File: src/shared/synth_regs.svh
// field layout, divider counts and reset values of the synthesizer configuration port
// Overview of operation
// - output is crystal/16 times M over N
// - post select 00..11 gives 1,2,4,8
// - parallel strobe rise captures M and N
// - parallel strobe low makes latches transparent
// - shift clock samples serial data into register
// - serial loading only while parallel strobe high
// - stream order: spread, diag, post, feedback
// - each field shifted most significant bit first
// - serial latch fall transfers register to latches
// - diag select set only by serial stream
// - parallel strobe low forces diag select 000
// - diag codes pick the diagnostic output source
// - diag 110 bypass: shift clock feeds dividers
// - bypass feedback output is shiftclock/(4*N)
// - bypass main output shiftclock/N, minimum two
// - frequency step is crystal/16 over N
// - shift register advances on shift clock rise
// - parallel load clears spread bits to 0000
// - spread off when low bits zero; msb type
`ifndef SYNTH_REGS_SVH
`define SYNTH_REGS_SVH

// ****************************************
// serial stream layout
// ****************************************
`define STREAM_W 18
`define SS_HI 17
`define SS_LO 14
`define T_HI 13
`define T_LO 11
`define N_HI 10
`define N_LO 9
`define M_HI 8
`define M_LO 0

// ****************************************
// widths and reset values
// ****************************************
`define M_W 9
`define N_W 2
`define T_W 3
`define SS_W 4
`define SS_RESET 4'h0
`define T_RESET 3'h0
`define N_RESET 2'h3
`define M_RESET 9'h1ff

// ****************************************
// divider counts
// ****************************************
`define REF_HALF 10'h008
`define QUARTER_HALF 10'h002
`define BYPASS_FB_MULT 4'h4

`endif

File: src/shared/synth_pkg.sv
// types of the synthesizer configuration port
package synth_pkg;

    typedef enum logic [2:0]
    {
        DIAG_SHIFT_OUT = 3'h0,
        DIAG_ONE = 3'h1,
        DIAG_REF = 3'h2,
        DIAG_FEEDBACK = 3'h3,
        DIAG_SYNTH = 3'h4,
        DIAG_ZERO = 3'h5,
        DIAG_BYPASS = 3'h6,
        DIAG_QUARTER = 3'h7
    } diag_sel_type;

endpackage

File: src/core/synth_divider_config_port.sv
// configuration port, dividers and diagnostic mux of the synthesizer
`timescale 1ns/1ps
`include "synth_regs.svh"
module synth_divider_config_port
    import synth_pkg::*;
#(
    parameter int CNT_W = 10
)
(
    input wire logic sys_clk,
    input wire logic rst,
    input wire logic parallelLoadPin,
    input wire logic serialLatchPin,
    input wire logic serialClockPin,
    input wire logic serialDataPin,
    input wire logic [`M_W-1:0] feedbackDividePins,
    input wire logic [`N_W-1:0] postDividePins,
    input wire logic crystalPin,
    input wire logic vcoPin,
    output logic synthClockOut,
    output logic diagOut,
    output logic feedbackClockOut,
    output logic refClockOut,
    output logic [`M_W-1:0] feedbackDivide,
    output logic [3:0] postRatio,
    output logic [`T_W-1:0] diagSelect,
    output logic bypassMode,
    output logic spreadEnable,
    output logic spreadDown,
    output logic [2:0] spreadAmount
);

    localparam int PIN_W = 6 + `M_W + `N_W;
    localparam int P_PLOAD = PIN_W - 1;
    localparam int P_SLATCH = PIN_W - 2;
    localparam int P_SCLK = PIN_W - 3;
    localparam int P_SDATA = PIN_W - 4;
    localparam int P_XTAL = PIN_W - 5;
    localparam int P_VCO = PIN_W - 6;

    // ratio 1,2,4,8 from the two-bit select
    function automatic logic [CNT_W-1:0] post_ratio(input logic [`N_W-1:0] sel);
        post_ratio = CNT_W'(1) << sel;
    endfunction

    // ****************************************
    // pin synchronisers
    // ****************************************
    wire logic [PIN_W-1:0] pinRaw;
    logic [PIN_W-1:0] syncA_reg;
    logic [PIN_W-1:0] syncB_reg;
    logic [PIN_W-1:0] syncC_reg;
    logic [PIN_W-1:0] pinFilt_reg;
    logic [PIN_W-1:0] pinPrev_reg;

    assign pinRaw = {parallelLoadPin, serialLatchPin, serialClockPin, serialDataPin, crystalPin, vcoPin,
                     feedbackDividePins, postDividePins};

    always_ff @(posedge sys_clk)
    begin
        if (rst)
        begin
            syncA_reg <= '0;
            syncB_reg <= '0;
            syncC_reg <= '0;
            pinPrev_reg <= '0;
        end
        else
        begin
            syncA_reg <= pinRaw;
            syncB_reg <= syncA_reg;
            syncC_reg <= syncB_reg;
            pinPrev_reg <= pinFilt_reg;
        end
    end

    genvar gi;
    generate
        for (gi = 0; gi < PIN_W; gi++)
        begin : gen_filter
            always_ff @(posedge sys_clk)
            begin
                if (rst)
                begin
                    pinFilt_reg[gi] <= 1'b0;
                end
                else if (syncB_reg[gi] == syncC_reg[gi])
                begin
                    pinFilt_reg[gi] <= syncC_reg[gi];
                end
            end
        end
    endgenerate

    // ****************************************
    // decoded pin events
    // ****************************************
    wire logic ploadHigh;
    wire logic ploadRise;
    wire logic latchFall;
    wire logic sclkRise;
    wire logic sdataBit;
    wire logic xtalRise;
    wire logic vcoRise;
    wire logic [`M_W-1:0] mPins;
    wire logic [`N_W-1:0] nPins;

    assign ploadHigh = pinFilt_reg[P_PLOAD];
    assign ploadRise = pinFilt_reg[P_PLOAD] & ~pinPrev_reg[P_PLOAD];
    assign latchFall = ~pinFilt_reg[P_SLATCH] & pinPrev_reg[P_SLATCH];
    assign sclkRise = pinFilt_reg[P_SCLK] & ~pinPrev_reg[P_SCLK];
    assign sdataBit = pinFilt_reg[P_SDATA];
    assign xtalRise = pinFilt_reg[P_XTAL] & ~pinPrev_reg[P_XTAL];
    assign vcoRise = pinFilt_reg[P_VCO] & ~pinPrev_reg[P_VCO];
    assign mPins = pinFilt_reg[`N_W +: `M_W];
    assign nPins = pinFilt_reg[`N_W-1:0];

    // ****************************************
    // serial shift register
    // ****************************************
    logic [`STREAM_W-1:0] shift_reg;
    logic [`STREAM_W-1:0] shift_next;
    wire logic shiftEn;

    assign shiftEn = ploadHigh & sclkRise;
    assign shift_next = shiftEn ? {shift_reg[`STREAM_W-2:0], sdataBit} : shift_reg;

    always_ff @(posedge sys_clk)
    begin
        if (rst)
        begin
            shift_reg <= '0;
        end
        else
        begin
            shift_reg <= shift_next;
        end
    end

    // ****************************************
    // configuration latches
    // ****************************************
    logic [`M_W-1:0] latchM_reg;
    logic [`N_W-1:0] latchN_reg;
    logic [`T_W-1:0] latchT_reg;
    logic [`SS_W-1:0] latchSS_reg;
    logic [`M_W-1:0] latchM_next;
    logic [`N_W-1:0] latchN_next;
    logic [`T_W-1:0] latchT_next;
    logic [`SS_W-1:0] latchSS_next;
    wire logic serialXfer;

    assign serialXfer = ploadHigh & latchFall & ~ploadRise;

    // parallel strobe has priority; low strobe presets diag and spread
    assign latchM_next = ploadRise ? mPins : (serialXfer ? shift_reg[`M_HI:`M_LO] : latchM_reg);
    assign latchN_next = ploadRise ? nPins : (serialXfer ? shift_reg[`N_HI:`N_LO] : latchN_reg);
    assign latchT_next = !ploadHigh ? `T_RESET : (serialXfer ? shift_reg[`T_HI:`T_LO] : latchT_reg);
    assign latchSS_next = (!ploadHigh || ploadRise) ? `SS_RESET :
                          (serialXfer ? shift_reg[`SS_HI:`SS_LO] : latchSS_reg);

    always_ff @(posedge sys_clk)
    begin
        if (rst)
        begin
            latchM_reg <= `M_RESET;
            latchN_reg <= `N_RESET;
            latchT_reg <= `T_RESET;
            latchSS_reg <= `SS_RESET;
        end
        else
        begin
            latchM_reg <= latchM_next;
            latchN_reg <= latchN_next;
            latchT_reg <= latchT_next;
            latchSS_reg <= latchSS_next;
        end
    end

    // ****************************************
    // active divide values
    // ****************************************
    logic [`M_W-1:0] activeM_reg;
    logic [`N_W-1:0] activeN_reg;
    wire logic [`M_W-1:0] activeM_next;
    wire logic [`N_W-1:0] activeN_next;

    assign activeM_next = ploadHigh ? latchM_next : mPins;
    assign activeN_next = ploadHigh ? latchN_next : nPins;

    always_ff @(posedge sys_clk)
    begin
        if (rst)
        begin
            activeM_reg <= `M_RESET;
            activeN_reg <= `N_RESET;
        end
        else
        begin
            activeM_reg <= activeM_next;
            activeN_reg <= activeN_next;
        end
    end

    // ****************************************
    // dividers
    // ****************************************
    wire logic isBypass;
    wire logic divTick;
    wire logic [CNT_W-1:0] ratioN;
    wire logic [CNT_W-1:0] postHalf;
    wire logic [CNT_W-1:0] fbHalf;
    wire logic postOut;
    wire logic fbOut;
    wire logic refOut;
    wire logic quarterOut;
    logic synthPrev_reg;
    wire logic synthRise;

    assign isBypass = (latchT_reg == DIAG_BYPASS);
    assign divTick = isBypass ? sclkRise : vcoRise;
    assign ratioN = post_ratio(activeN_reg);
    // vco is 2N times the output; bypass halves the ratio, never below one
    assign postHalf = isBypass ? ((ratioN > CNT_W'(1)) ? (ratioN >> 1) : CNT_W'(1)) : ratioN;
    assign fbHalf = isBypass ? CNT_W'(post_ratio(activeN_reg) * `BYPASS_FB_MULT) : CNT_W'(activeM_reg);

    divider_counter #(.CNT_W(CNT_W)) postDivider
    (
        .sys_clk(sys_clk),
        .rst(rst),
        .tick(divTick),
        .halfCount(postHalf),
        .pulseMode(1'b0),
        .divOut(postOut)
    );

    divider_counter #(.CNT_W(CNT_W)) feedbackDivider
    (
        .sys_clk(sys_clk),
        .rst(rst),
        .tick(divTick),
        .halfCount(fbHalf),
        .pulseMode(isBypass),
        .divOut(fbOut)
    );

    divider_counter #(.CNT_W(CNT_W)) refDivider
    (
        .sys_clk(sys_clk),
        .rst(rst),
        .tick(xtalRise),
        .halfCount(`REF_HALF),
        .pulseMode(1'b0),
        .divOut(refOut)
    );

    assign synthRise = postOut & ~synthPrev_reg;

    divider_counter #(.CNT_W(CNT_W)) quarterDivider
    (
        .sys_clk(sys_clk),
        .rst(rst),
        .tick(synthRise),
        .halfCount(`QUARTER_HALF),
        .pulseMode(1'b0),
        .divOut(quarterOut)
    );

    // ****************************************
    // diagnostic mux
    // ****************************************
    logic diag_reg;
    logic diag_next;

    always_comb
    begin
        case (diag_sel_type'(latchT_reg))
            DIAG_SHIFT_OUT: diag_next = shift_reg[`STREAM_W-1];
            DIAG_ONE: diag_next = 1'b1;
            DIAG_REF: diag_next = refOut;
            DIAG_FEEDBACK: diag_next = fbOut;
            DIAG_SYNTH: diag_next = postOut;
            DIAG_ZERO: diag_next = 1'b0;
            DIAG_BYPASS: diag_next = fbOut;
            DIAG_QUARTER: diag_next = quarterOut;
            default: diag_next = 1'b0;
        endcase
    end

    always_ff @(posedge sys_clk)
    begin
        if (rst)
        begin
            diag_reg <= 1'b0;
            synthPrev_reg <= 1'b0;
        end
        else
        begin
            diag_reg <= diag_next;
            synthPrev_reg <= postOut;
        end
    end

    // ****************************************
    // outputs
    // ****************************************
    assign synthClockOut = postOut;
    assign diagOut = diag_reg;
    assign feedbackClockOut = fbOut;
    assign refClockOut = refOut;
    assign feedbackDivide = activeM_reg;
    assign postRatio = ratioN[3:0];
    assign diagSelect = latchT_reg;
    assign bypassMode = isBypass;
    assign spreadEnable = (latchSS_reg[2:0] != 3'h0);
    assign spreadDown = latchSS_reg[3];
    assign spreadAmount = latchSS_reg[2:0];
endmodule

File: src/core/divider_counter.sv
// tick-driven divider: toggle or narrow-pulse output
`timescale 1ns/1ps
module divider_counter
    import synth_pkg::*;
#(
    parameter int CNT_W = 10
)
(
    input wire logic sys_clk,
    input wire logic rst,
    input wire logic tick,
    input wire logic [CNT_W-1:0] halfCount,
    input wire logic pulseMode,
    output logic divOut
);

    logic [CNT_W-1:0] count_reg;
    logic [CNT_W-1:0] count_next;
    logic out_reg;
    logic out_next;
    wire logic atEnd;

    // ****************************************
    // counting
    // ****************************************
    assign atEnd = (count_reg >= halfCount - CNT_W'(1));
    assign count_next = !tick ? count_reg : (atEnd ? '0 : count_reg + CNT_W'(1));
    assign out_next = !tick ? out_reg : (pulseMode ? (count_reg == '0) : (atEnd ? ~out_reg : out_reg));

    always_ff @(posedge sys_clk)
    begin
        if (rst)
        begin
            count_reg <= '0;
            out_reg <= 1'b0;
        end
        else
        begin
            count_reg <= count_next;
            out_reg <= out_next;
        end
    end

    assign divOut = out_reg;

endmodule

File: config.mk
export PLATFORM = sky130hd
export DESIGN_NAME = synth_divider_config_port
export DESIGN_NICKNAME = d
export VERILOG_FILES = /design/src/shared/synth_pkg.sv /design/src/core/synth_divider_config_port.sv /design/src/core/divider_counter.sv
export VERILOG_INCLUDE_DIRS = /design/src /design/src/shared
export SDC_FILE = /design/constraint.sdc
export NUM_CORES = 1
export LEC_CHECK = 0
export BUFFER_PORTS_ARGS = -buffer_cell sky130_fd_sc_hd__buf_2
export CORE_ASPECT_RATIO = 1.5
export CORE_UTILIZATION = 45
export CTS_CLUSTER_DIAMETER = 30
export DETAILED_ROUTE_END_ITERATION = 8
export PLACE_DENSITY = 0.72
export SYNTH_ARGS = -nofsm -noshare
export SYNTH_HDL_FRONTEND = slang
export SYNTH_SLANG_ARGS = --single-unit
File: constraint.sdc
create_clock -name sys_clk -period 8 [get_ports sys_clk]
set_input_delay 1.6 -clock sys_clk [delete_from_list [all_inputs] [get_ports sys_clk]]
set_output_delay 1.6 -clock sys_clk [all_outputs]
set_load 0.05 [all_outputs]
# Word level (Yosys, flattened, before mapping)
# Cells that the tools add are included.
dict set report classes {
  n_reduce_logical 13
  n_eq_ne 24
  n_mux 17
  magnitude_cmp 5
  n_addsub 6
  shift 1
  bitwise 21
}
# cell count
set ops {}
lappend ops {{10-bit two-way mux} 6}
lappend ops {{10-bit by 1-bit adder with 10-bit output (second input constant)} 4}
lappend ops {{9-bit two-way mux} 4}
lappend ops {{10-bit greater-or-equal comparator} 2}
lappend ops {{10-bit by 1-bit subtractor with 10-bit output (second input constant)} 2}
lappend ops {{1-bit == test} 17}
lappend ops {{3-bit == test (second input constant)} 4}
lappend ops {{1-bit NOT} 12}
lappend ops {{10-bit by 1-bit greater-or-equal comparator with 1-bit output (second input constant)} 1}
lappend ops {{10-bit by 3-bit greater-or-equal comparator with 1-bit output (second input constant)} 1}
lappend ops {{10-bit by 1-bit > comparator with 1-bit output (second input constant)} 1}
lappend ops {{10-bit zero test} 1}
lappend ops {{1-bit by 2-bit << shifter with 10-bit output (first input constant)} 1}
lappend ops {{1-bit AND} 9}
lappend ops {{2-bit AND reduction} 4}
lappend ops {{1-bit one-hot mux with 7 select lines} 1}
lappend ops {{3-bit by 2-bit == test with 1-bit output (second input constant)} 2}
lappend ops {{2-bit two-way mux} 3}
lappend ops {{2-bit OR reduction} 3}
lappend ops {{3-bit by 1-bit == test with 1-bit output (second input constant)} 1}
lappend ops {{3-bit zero test} 1}
lappend ops {{1-bit two-way mux} 3}
lappend ops {{3-bit nonzero test} 1}
lappend ops {{2-bit nonzero test} 1}
lappend ops {{2 further kinds} 2}
dict set report totals {
  wordCells 125
  out_inout_bits 26
  reg_bits 178
}

# Longest topological paths before layout
# Gate-level depths: netlist of the first run.
dict set report logic_depth {
  ltp_word 7
  ltp_mapped 16
}

# By module
# A second synthesis of the first run with hierarchy kept.
dict set report unflattened {
  hier_cells 863
  hier_area_um2 7808.7
}
# mod cells_per_inst area_per_inst_um2 n_inst
set modules_own_cells {}
lappend modules_own_cells {synth_divider_config_port 436 4180.3 1}
lappend modules_own_cells {{divider_counter at feedbackDivider ...} 105 889.6 3}
lappend modules_own_cells {{divider_counter at refDivider} 112 959.7 1}

# Least setup slack after synthesis of the first run
# No wires, ideal clock.
dict set report synth_path {
  kind {register -> register}
  start {register latchT_reg[1] (netlist: diagSelect[1])}
  end {register feedbackDivider.out_reg (netlist: feedbackDivider.divOut)}
  n_path_buf 2
  required_time_ns 7.868
  path_stages_with_launch 17
  arrival_time_ns 3.452
  setup_slack_ns 4.415
  cell_sequence {dfxtp_1 nand3b_1 buf_2 clkbuf_1 nand2_1 ha_1 nand2_1 or2_2 nor4_1 xor2_1 nand2_1 ha_1 nand2_1 o21ai_0 a21oi_2 mux2i_1 a21oi_1}
}
dict set report synth_between {
  elab_chain_len 6
}
# element line_no
set synth_rtl {}
lappend synth_rtl {{start: declaration} synth_divider_config_port.sv:145} ;# logic [`T_W-1:0] latchT_reg;
lappend synth_rtl {{start signal: assignment} synth_divider_config_port.sv:168} ;# latchT_reg <= `T_RESET;
lappend synth_rtl {{start signal: assignment} synth_divider_config_port.sv:175} ;# latchT_reg <= latchT_next;
lappend synth_rtl {{3-bit == test *} synth_divider_config_port.sv:220} ;# assign isBypass = (latchT_reg == DIAG_BYPASS);
lappend synth_rtl {{10-bit two-way mux} synth_divider_config_port.sv:225} ;# assign fbHalf = isBypass ? CNT_W'(post_ratio(activeN_reg) * `BYPASS_FB_MULT) : CNT_W'(activeM_reg);
lappend synth_rtl {{10-bit by 1-bit subtractor with 10-bit output} divider_counter.sv:26} ;# assign atEnd = (count_reg >= halfCount - CNT_W'(1));
lappend synth_rtl {{10-bit greater-or-equal comparator} divider_counter.sv:26}
lappend synth_rtl {{2-bit nonzero test (no line)} n/a}
lappend synth_rtl {{2-bit AND reduction (no line)} n/a}
lappend synth_rtl {{end signal: assignment} divider_counter.sv:40} ;# out_reg <= out_next;
lappend synth_rtl {{end: declaration} divider_counter.sv:19} ;# logic out_reg;
# Mark *: on every way between the ends. The rest lies on a longest branch, timed or not.
# A chain may end at the register's enable or synchronous reset.

# Worst setup path after layout of the first run
# Same ends and word-level chain as after synthesis.

==> impl_metrics.json, run 1 <==
{
  "clock_skew_ns": 0.0126,
  "grt_pass1_wl_um": 20200,
  "layout_setup_ws_ns": 4.69,
  "p_leak_nw": 3.11,
  "dp.cells": 948,
  "cp.depth": 15,
  "fmax_mhz": 302,
  "slew_viol_final": 0,
  "p_sw_uw": 447,
  "setup_viol": 0,
  "drt_iter0_markers": 259,
  "maxCapViolCount": 0,
  "critical_path_arrival_ns": 3.58,
  "cp_max_fo": 21,
  "hold_viol_final": 0,
  "top_usage_layer": "met2",
  "final_antenna_net_count": 0,
  "synth_area_per_cell_um2": 8.92,
  "hpwl_um": 8080,
  "use_met3_pct": 3.48,
  "post_cts_resized": 0,
  "worst_r2r_path_depth": 15,
  "p_seq_share_pct": 49.2,
  "n_fill_cell": 1325,
  "drive_gt1_share_pct": 12.8,
  "grt_use_total_pct": 17.1,
  "clk_latency_ns": 0.43,
  "yosys_register_bits": 166,
  "pre_cts_slack_ns": 4.68,
  "ys_async_sr_fraction_pct": 0,
  "vias_per_cell": 5.00,
  "crit_type": "register to register",
  "yosysUniqueCellTypes": 48,
  "rsz0062_at_grt": "false",
  "grt_overflow_total": 0,
  "crit_slowest_cell": "dfxtp_1",
  "final_common_cell": "dfxtp_1",
  "cpPeakStageDelay_ns": 0.45,
  "die_y_um": 151,
  "crit_required_ns": 8.27,
  "max-clock-path-buffers": 2,
  "die_w_um": 101,
  "holdCritPathClass": "register to register",
  "clock-root-buffer": "clkbuf_16",
  "io_pins": 45,
  "wire_per_inst_um": 12.3,
  "outcome": "completed",
  "cp_num_buf_inv": 1,
  "dieArea_um2": 15200,
  "grt_max_degree": 94,
  "holdBufCountCts": 0,
  "syn_inst": 742,
  "mostFrequentLayoutCells": "166 x dfxtp_1, 109 x nand2_1, 73 x nor2_1",
  "yosysSeqAreaShare_pct": 50.2,
  "grt_use_met1_pct": 19.5,
  "min_path_cells": 1,
  "cts_max_level": 4,
  "num-nets-final": 819,
  "row_count": 53,
  "cp_cell_sequence": "nand3b_1, buf_4, nand2_1, ha_1, nand2_1, or2_2, nor4_1, xor2_1, nand2_1, ha_1, nand2_1, o21ai_0, a21oi_2, mux2i_1, a21oi_1",
  "start_util_pct": 46.6,
  "setup_tns_ns": 0,
  "min_period_ns": 3.31,
  "crit_family": "simple AND/OR/NAND/NOR gates",
  "irDropWorstVdd_mv": 0.129,
  "first_global_vias": 4362,
  "p_clk_share_pct": 46.4,
  "internal_power_mw": 1.30,
  "postCtsSetupBuffers": 0,
  "gp_congestion": 0.838,
  "synthFlopType": "dfxtp_1",
  "diodes": 0,
  "maxSlewHeadroom_pct": 42.2,
  "synth_area_um2": 6620,
  "via_count": 4904,
  "final_util_pct": 53.4,
  "instances_no_fill": 980,
  "largest_register_ffs": 18,
  "p_sw_share_pct": 25.6,
  "cts_tree": "done",
  "tightest_slew_ns": 0.867,
  "syn_to_final_growth_pct": 14.5,
  "drc": 0,
  "dr.pass1.iters": 4,
  "antenna_found_initial": 0,
  "fin_crit_sh_pct": 41.4,
  "endpoint_kind": "register",
  "combPwrFrac_pct": 4.4,
  "core_um2": 14200,
  "start_kind": "register",
  "power.density_nw_per_um2": 230,
  "gr-usage-met2_pct": 29.3,
  "cts.sinks": 166,
  "port_buffers": 44,
  "yosys_warnings": 0,
  "synth_edf_count": 0,
  "cts.reportedPaths.clkPinSlew_ns": 0.08,
  "crit_top_cell": "nand2_1",
  "drt_wl_total_um": 12100,
  "cts_buffers": 17
}
==> worst register-to-register path, cell delays in order, from the launching register on <==
cell and delay (ns):
dfxtp_1 0.45, nand3b_1 0.10, buf_4 0.22, nand2_1 0.13, ha_1 0.23, nand2_1 0.09, or2_2 0.30, nor4_1 0.23
xor2_1 0.17, nand2_1 0.07, ha_1 0.28, nand2_1 0.07, o21ai_0 0.12, a21oi_2 0.38, mux2i_1 0.23, a21oi_1 0.08
==> kinds of logic after synthesis <==
kind of cell / after synthesis / synth area share (%)
muxes: 17 / 2.61
buffers and inverters: 43 / 2.72
DFF: 166 / 50.2
and+or+nand+nor: 324 / 23.7
adders and majority gates: 25 / 4.73
other: 1 / 0.0566
xor gates and xnor gates: 31 / 4.10
AOI/OAI and AO/OA: 135 / 11.9
==> stage by stage <==
| stage | power [mW] | hold slack, ns | instance area (um2) |
|---|---|---|---|
| finish | 1.75 | 0.432 | 7580 |
| global route | 1.81 | 0.449 | 7580 |
| detailed placement | 0.954 | 0.422 | 6970 |
| floorplan | 0.934 | 0.414 | 6620 |
| global placement | 0.953 | 0.417 | 6970 |
| CTS | 1.76 | 0.439 | 7580 |
==> synthesized netlist by cell type, types with 3 or more instances <==
cell type / number / area, um2
nand2b_1: 4 / 25.0
a211o_1: 11 / 96.3
xnor2_1: 14 / 123
nor3_1: 10 / 50.1
inv_1: 8 / 30.0
and2_1: 3 / 18.8
a211oi_1: 3 / 22.5
ha_1: 25 / 313
nand3_1: 15 / 75.1
o21ai_0: 26 / 130
clkbuf_1: 30 / 113
xor2_1: 17 / 149
nand4b_1: 4 / 35.0
buf_2: 3 / 15.0
nand2_1: 109 / 409
a21o_1: 3 / 22.5
a21oi_1: 70 / 350
and3_1: 8 / 50.1
nor2_1: 73 / 274
nor4_1: 6 / 37.5
nand4_1: 4 / 25.0
nor2b_1: 63 / 394
or2_2: 14 / 87.6
dfxtp_1: 166 / 3320
a31oi_1: 9 / 56.3
mux2i_1: 15 / 150
==> final timing paths <==
check,startpoint,slack [ns],to
worst min register to register,syncA_reg[7],0.43,syncB_reg[7]
worst max register to register,diagSelect[1],4.69,feedbackDivider.divOut
worst max-delay path,diagSelect[1],4.69,feedbackDivider.divOut
worst min-delay path,syncA_reg[7],0.43,syncB_reg[7]
==> area by class of cell <==
class / instances / area (um2) / area share [%]
flip-flops and latches: 166 / 3320 / 43.8
multi-input cells: 534 / 3120 / 41.2
clock buffers: 17 / 425 / 5.61
repair buffers: 48 / 253 / 3.33
well taps: 192 / 240 / 3.17
clock inverters: 15 / 188 / 2.48
inverters: 8 / 30.0 / 0.396
==> per-layer routing <==
metal,vias up,part of all wire [%]
met3,28,3.0
met5,-,0
met1,2211,44
met2,99,50
li1,2566,-
met4,0,3.2
==> power by group through the flow <==
stage / Clock [mW] / Combinational (mW) / Sequential [mW]
2_1_floorplan: 0 / 0.0532 / 0.881
3_3_place_gp: 0 / 0.0757 / 0.877
3_5_place_dp: 0 / 0.0768 / 0.878
4_1_cts: 0.829 / 0.0775 / 0.858
5_1_grt: 0.865 / 0.0856 / 0.861
6_report: 0.810 / 0.0763 / 0.859
(Power assumes the default switching activity.)
==> inputs of run 2 (changes only) <==
==> constraint.sdc (replaced) <==
create_clock -name sys_clk -period 3.2 [get_ports sys_clk]
set_input_delay 0.64 -clock sys_clk [delete_from_list [all_inputs] [get_ports sys_clk]]
set_output_delay 0.64 -clock sys_clk [all_outputs]
set_load 0.05 [all_outputs]
==> run 2 against run 1 <==
Design area unchanged. Clock skew down 0.0041 ns. Worst setup slack worse by 4.4 ns. Clock power up 140%. Non-clock buffer count up 4. Wire length down 0.51%. First-iteration DRC count down 21%. Sequential power rose to 2.5 times the previous value. Cell count up 0.41%. Total power up 150%. Core utilization unchanged. Largest cell class unchanged.
==> impl_metrics.json, run 2 (synthesized netlist as in run 1, its figures left out) <==
{
  "holdBufCountCts": 0,
  "row_count": 53,
  "cts_buffers": 17,
  "drc": 0,
  "critical_path_arrival_ns": 3.18,
  "first_global_vias": 4564,
  "final_common_cell": "dfxtp_1",
  "maxSlewHeadroom_pct": 42.2,
  "dieArea_um2": 15200,
  "die_w_um": 101,
  "grt_max_degree": 48,
  "mostFrequentLayoutCells": "163 x dfxtp_1, 109 x nand2_1, 73 x nor2_1",
  "drt_iter0_markers": 205,
  "start_kind": "register",
  "diodes": 0,
  "final_antenna_net_count": 0,
  "power.density_nw_per_um2": 566,
  "cpPeakStageDelay_ns": 0.34,
  "post_cts_resized": 0,
  "p_seq_share_pct": 50.0,
  "crit_top_cell": "nand2_1",
  "cts.reportedPaths.clkPinSlew_ns": 0.06,
  "dp.cells": 951,
  "cp_cell_sequence": "nand3b_1, nand2_1, ha_1, nand2_1, or2_2, nor4_2, xor2_1, nand2_1, ha_1, nand2_1, o21ai_0, a21oi_2, buf_4, mux2i_1, a21oi_1",
  "whs_ns": 0.429,
  "io_pins": 45,
  "core_um2": 14200,
  "min_period_ns": 2.90,
  "clock-root-buffer": "clkbuf_16",
  "p_sw_share_pct": 23.7,
  "fin_crit_sh_pct": 90.5,
  "grt_overflow_total": 0,
  "crit_family": "simple AND/OR/NAND/NOR gates",
  "n_fill_cell": 1362,
  "crit_type": "register to register",
  "tightest_slew_ns": 0.863,
  "largest_register_ffs": 18,
  "crit_slowest_cell": "dfxtp_2",
  "cp_max_fo": 10,
  "internal_power_mw": 3.28,
  "cp_num_buf_inv": 1,
  "irDropWorstVdd_mv": 0.336,
  "slew_viol_final": 0,
  "hold_viol_final": 0,
  "p_leak_nw": 3.11,
  "gp_congestion": 0.852,
  "wire_per_inst_um": 12.2,
  "setup_viol": 0,
  "via_count": 4937,
  "antenna_found_initial": 0,
  "vias_per_cell": 5.02,
  "combPwrFrac_pct": 4.5,
  "syn_to_final_growth_pct": 14.5,
  "drive_gt1_share_pct": 13.6,
  "p_clk_share_pct": 45.5,
  "postCtsSetupBuffers": 0,
  "drt_wl_total_um": 12000,
  "cts_max_level": 4,
  "num-nets-final": 823,
  "pre_cts_slack_ns": 0.172,
  "grt_pass1_wl_um": 20700,
  "cts_tree": "done",
  "holdCritPathClass": "primary input to register",
  "rsz0062_at_grt": "false",
  "clock_skew_ns": 0.00848,
  "outcome": "completed",
  "port_buffers": 44,
  "clk_latency_ns": 0.42,
  "hpwl_um": 8340,
  "crit_required_ns": 3.48,
  "p_sw_mw": 1.02,
  "max-clock-path-buffers": 2,
  "start_util_pct": 46.6,
  "grt_use_total_pct": 17.2,
  "die_y_um": 151,
  "dr.pass1.iters": 4,
  "maxCapViolCount": 0,
  "setup_tns_ns": 0,
  "instances_no_fill": 984,
  "fmax_mhz": 345,
  "layout_setup_ws_ns": 0.303,
  "cts.sinks": 166,
  "endpoint_kind": "register"
}
## run 2: cell count changes in the layout (fill, tap and decap cells not counted), sizes merged
cell	delta
buf	+4
bufinv	+1
clkbuf	+1
clkinv	-3
clkinvlp	+1
## run 2: path summary, 6_finish.rpt
| kind | from | endpoint | slack, ns | cells past startpoint |
|---|---|---|---|---|
| max | diagSelect[0] | feedbackDivider.divOut | 0.30 | 15 |
| min | feedbackDividePins[6] | syncA_reg[8] | 0.43 | 2 |
| max reg2reg | diagSelect[0] | feedbackDivider.divOut | 0.30 | 15 |
| min reg2reg | syncA_reg[3] | syncB_reg[3] | 0.43 | 1 |
## run 2: layout make-up
class / count / area (um2) / share of cell area [%]
sequential: 166 / 3330 / 44.0
multi-input combinational: 534 / 3130 / 41.3
clock buffer: 18 / 429 / 5.66
timing repair buffer: 52 / 283 / 3.73
tap: 192 / 240 / 3.17
clock inverter: 14 / 139 / 1.83
inverter: 8 / 30.0 / 0.396
## run 2: worst reg2reg max path: stages (launching register included)
cell	delay (ns)
dfxtp_2	0.34
nand3b_1	0.22
nand2_1	0.14
ha_1	0.22
nand2_1	0.08
or2_2	0.32
nor4_2	0.17
xor2_1	0.17
nand2_1	0.07
ha_1	0.27
nand2_1	0.05
o21ai_0	0.27
a21oi_2	0.05
buf_4	0.18
mux2i_1	0.14
a21oi_1	0.08
## run 2: per-layer routing
metal	track usage [%]	share of wire, %
met1	19.8	45
met2	30.0	49
met3	3.76	2.4
met4	8.48	3.0
met5	0	0
## run 2: power by group through the flow
stage                     Sequential, mW  Combinational (mW)  Clock (mW)
after floorplan                     2.20               0.133           0
after global placement              2.19               0.191           0
after detailed placement            2.19               0.195           0
after CTS                           2.14               0.195        2.00
after global routing                2.15               0.217        2.09
final                               2.15               0.193        1.95
## run 2: per-stage QoR
stage / utilization, % / total power, mW / instance area (um2)
after global placement: 49.4 / 2.38 / 7000
after detailed placement: 49.4 / 2.39 / 7000
after floorplan: - / 2.33 / 6640
final: 53.4 / 4.29 / 7580
after global routing: 53.4 / 4.46 / 7580
after CTS: 53.4 / 4.34 / 7570
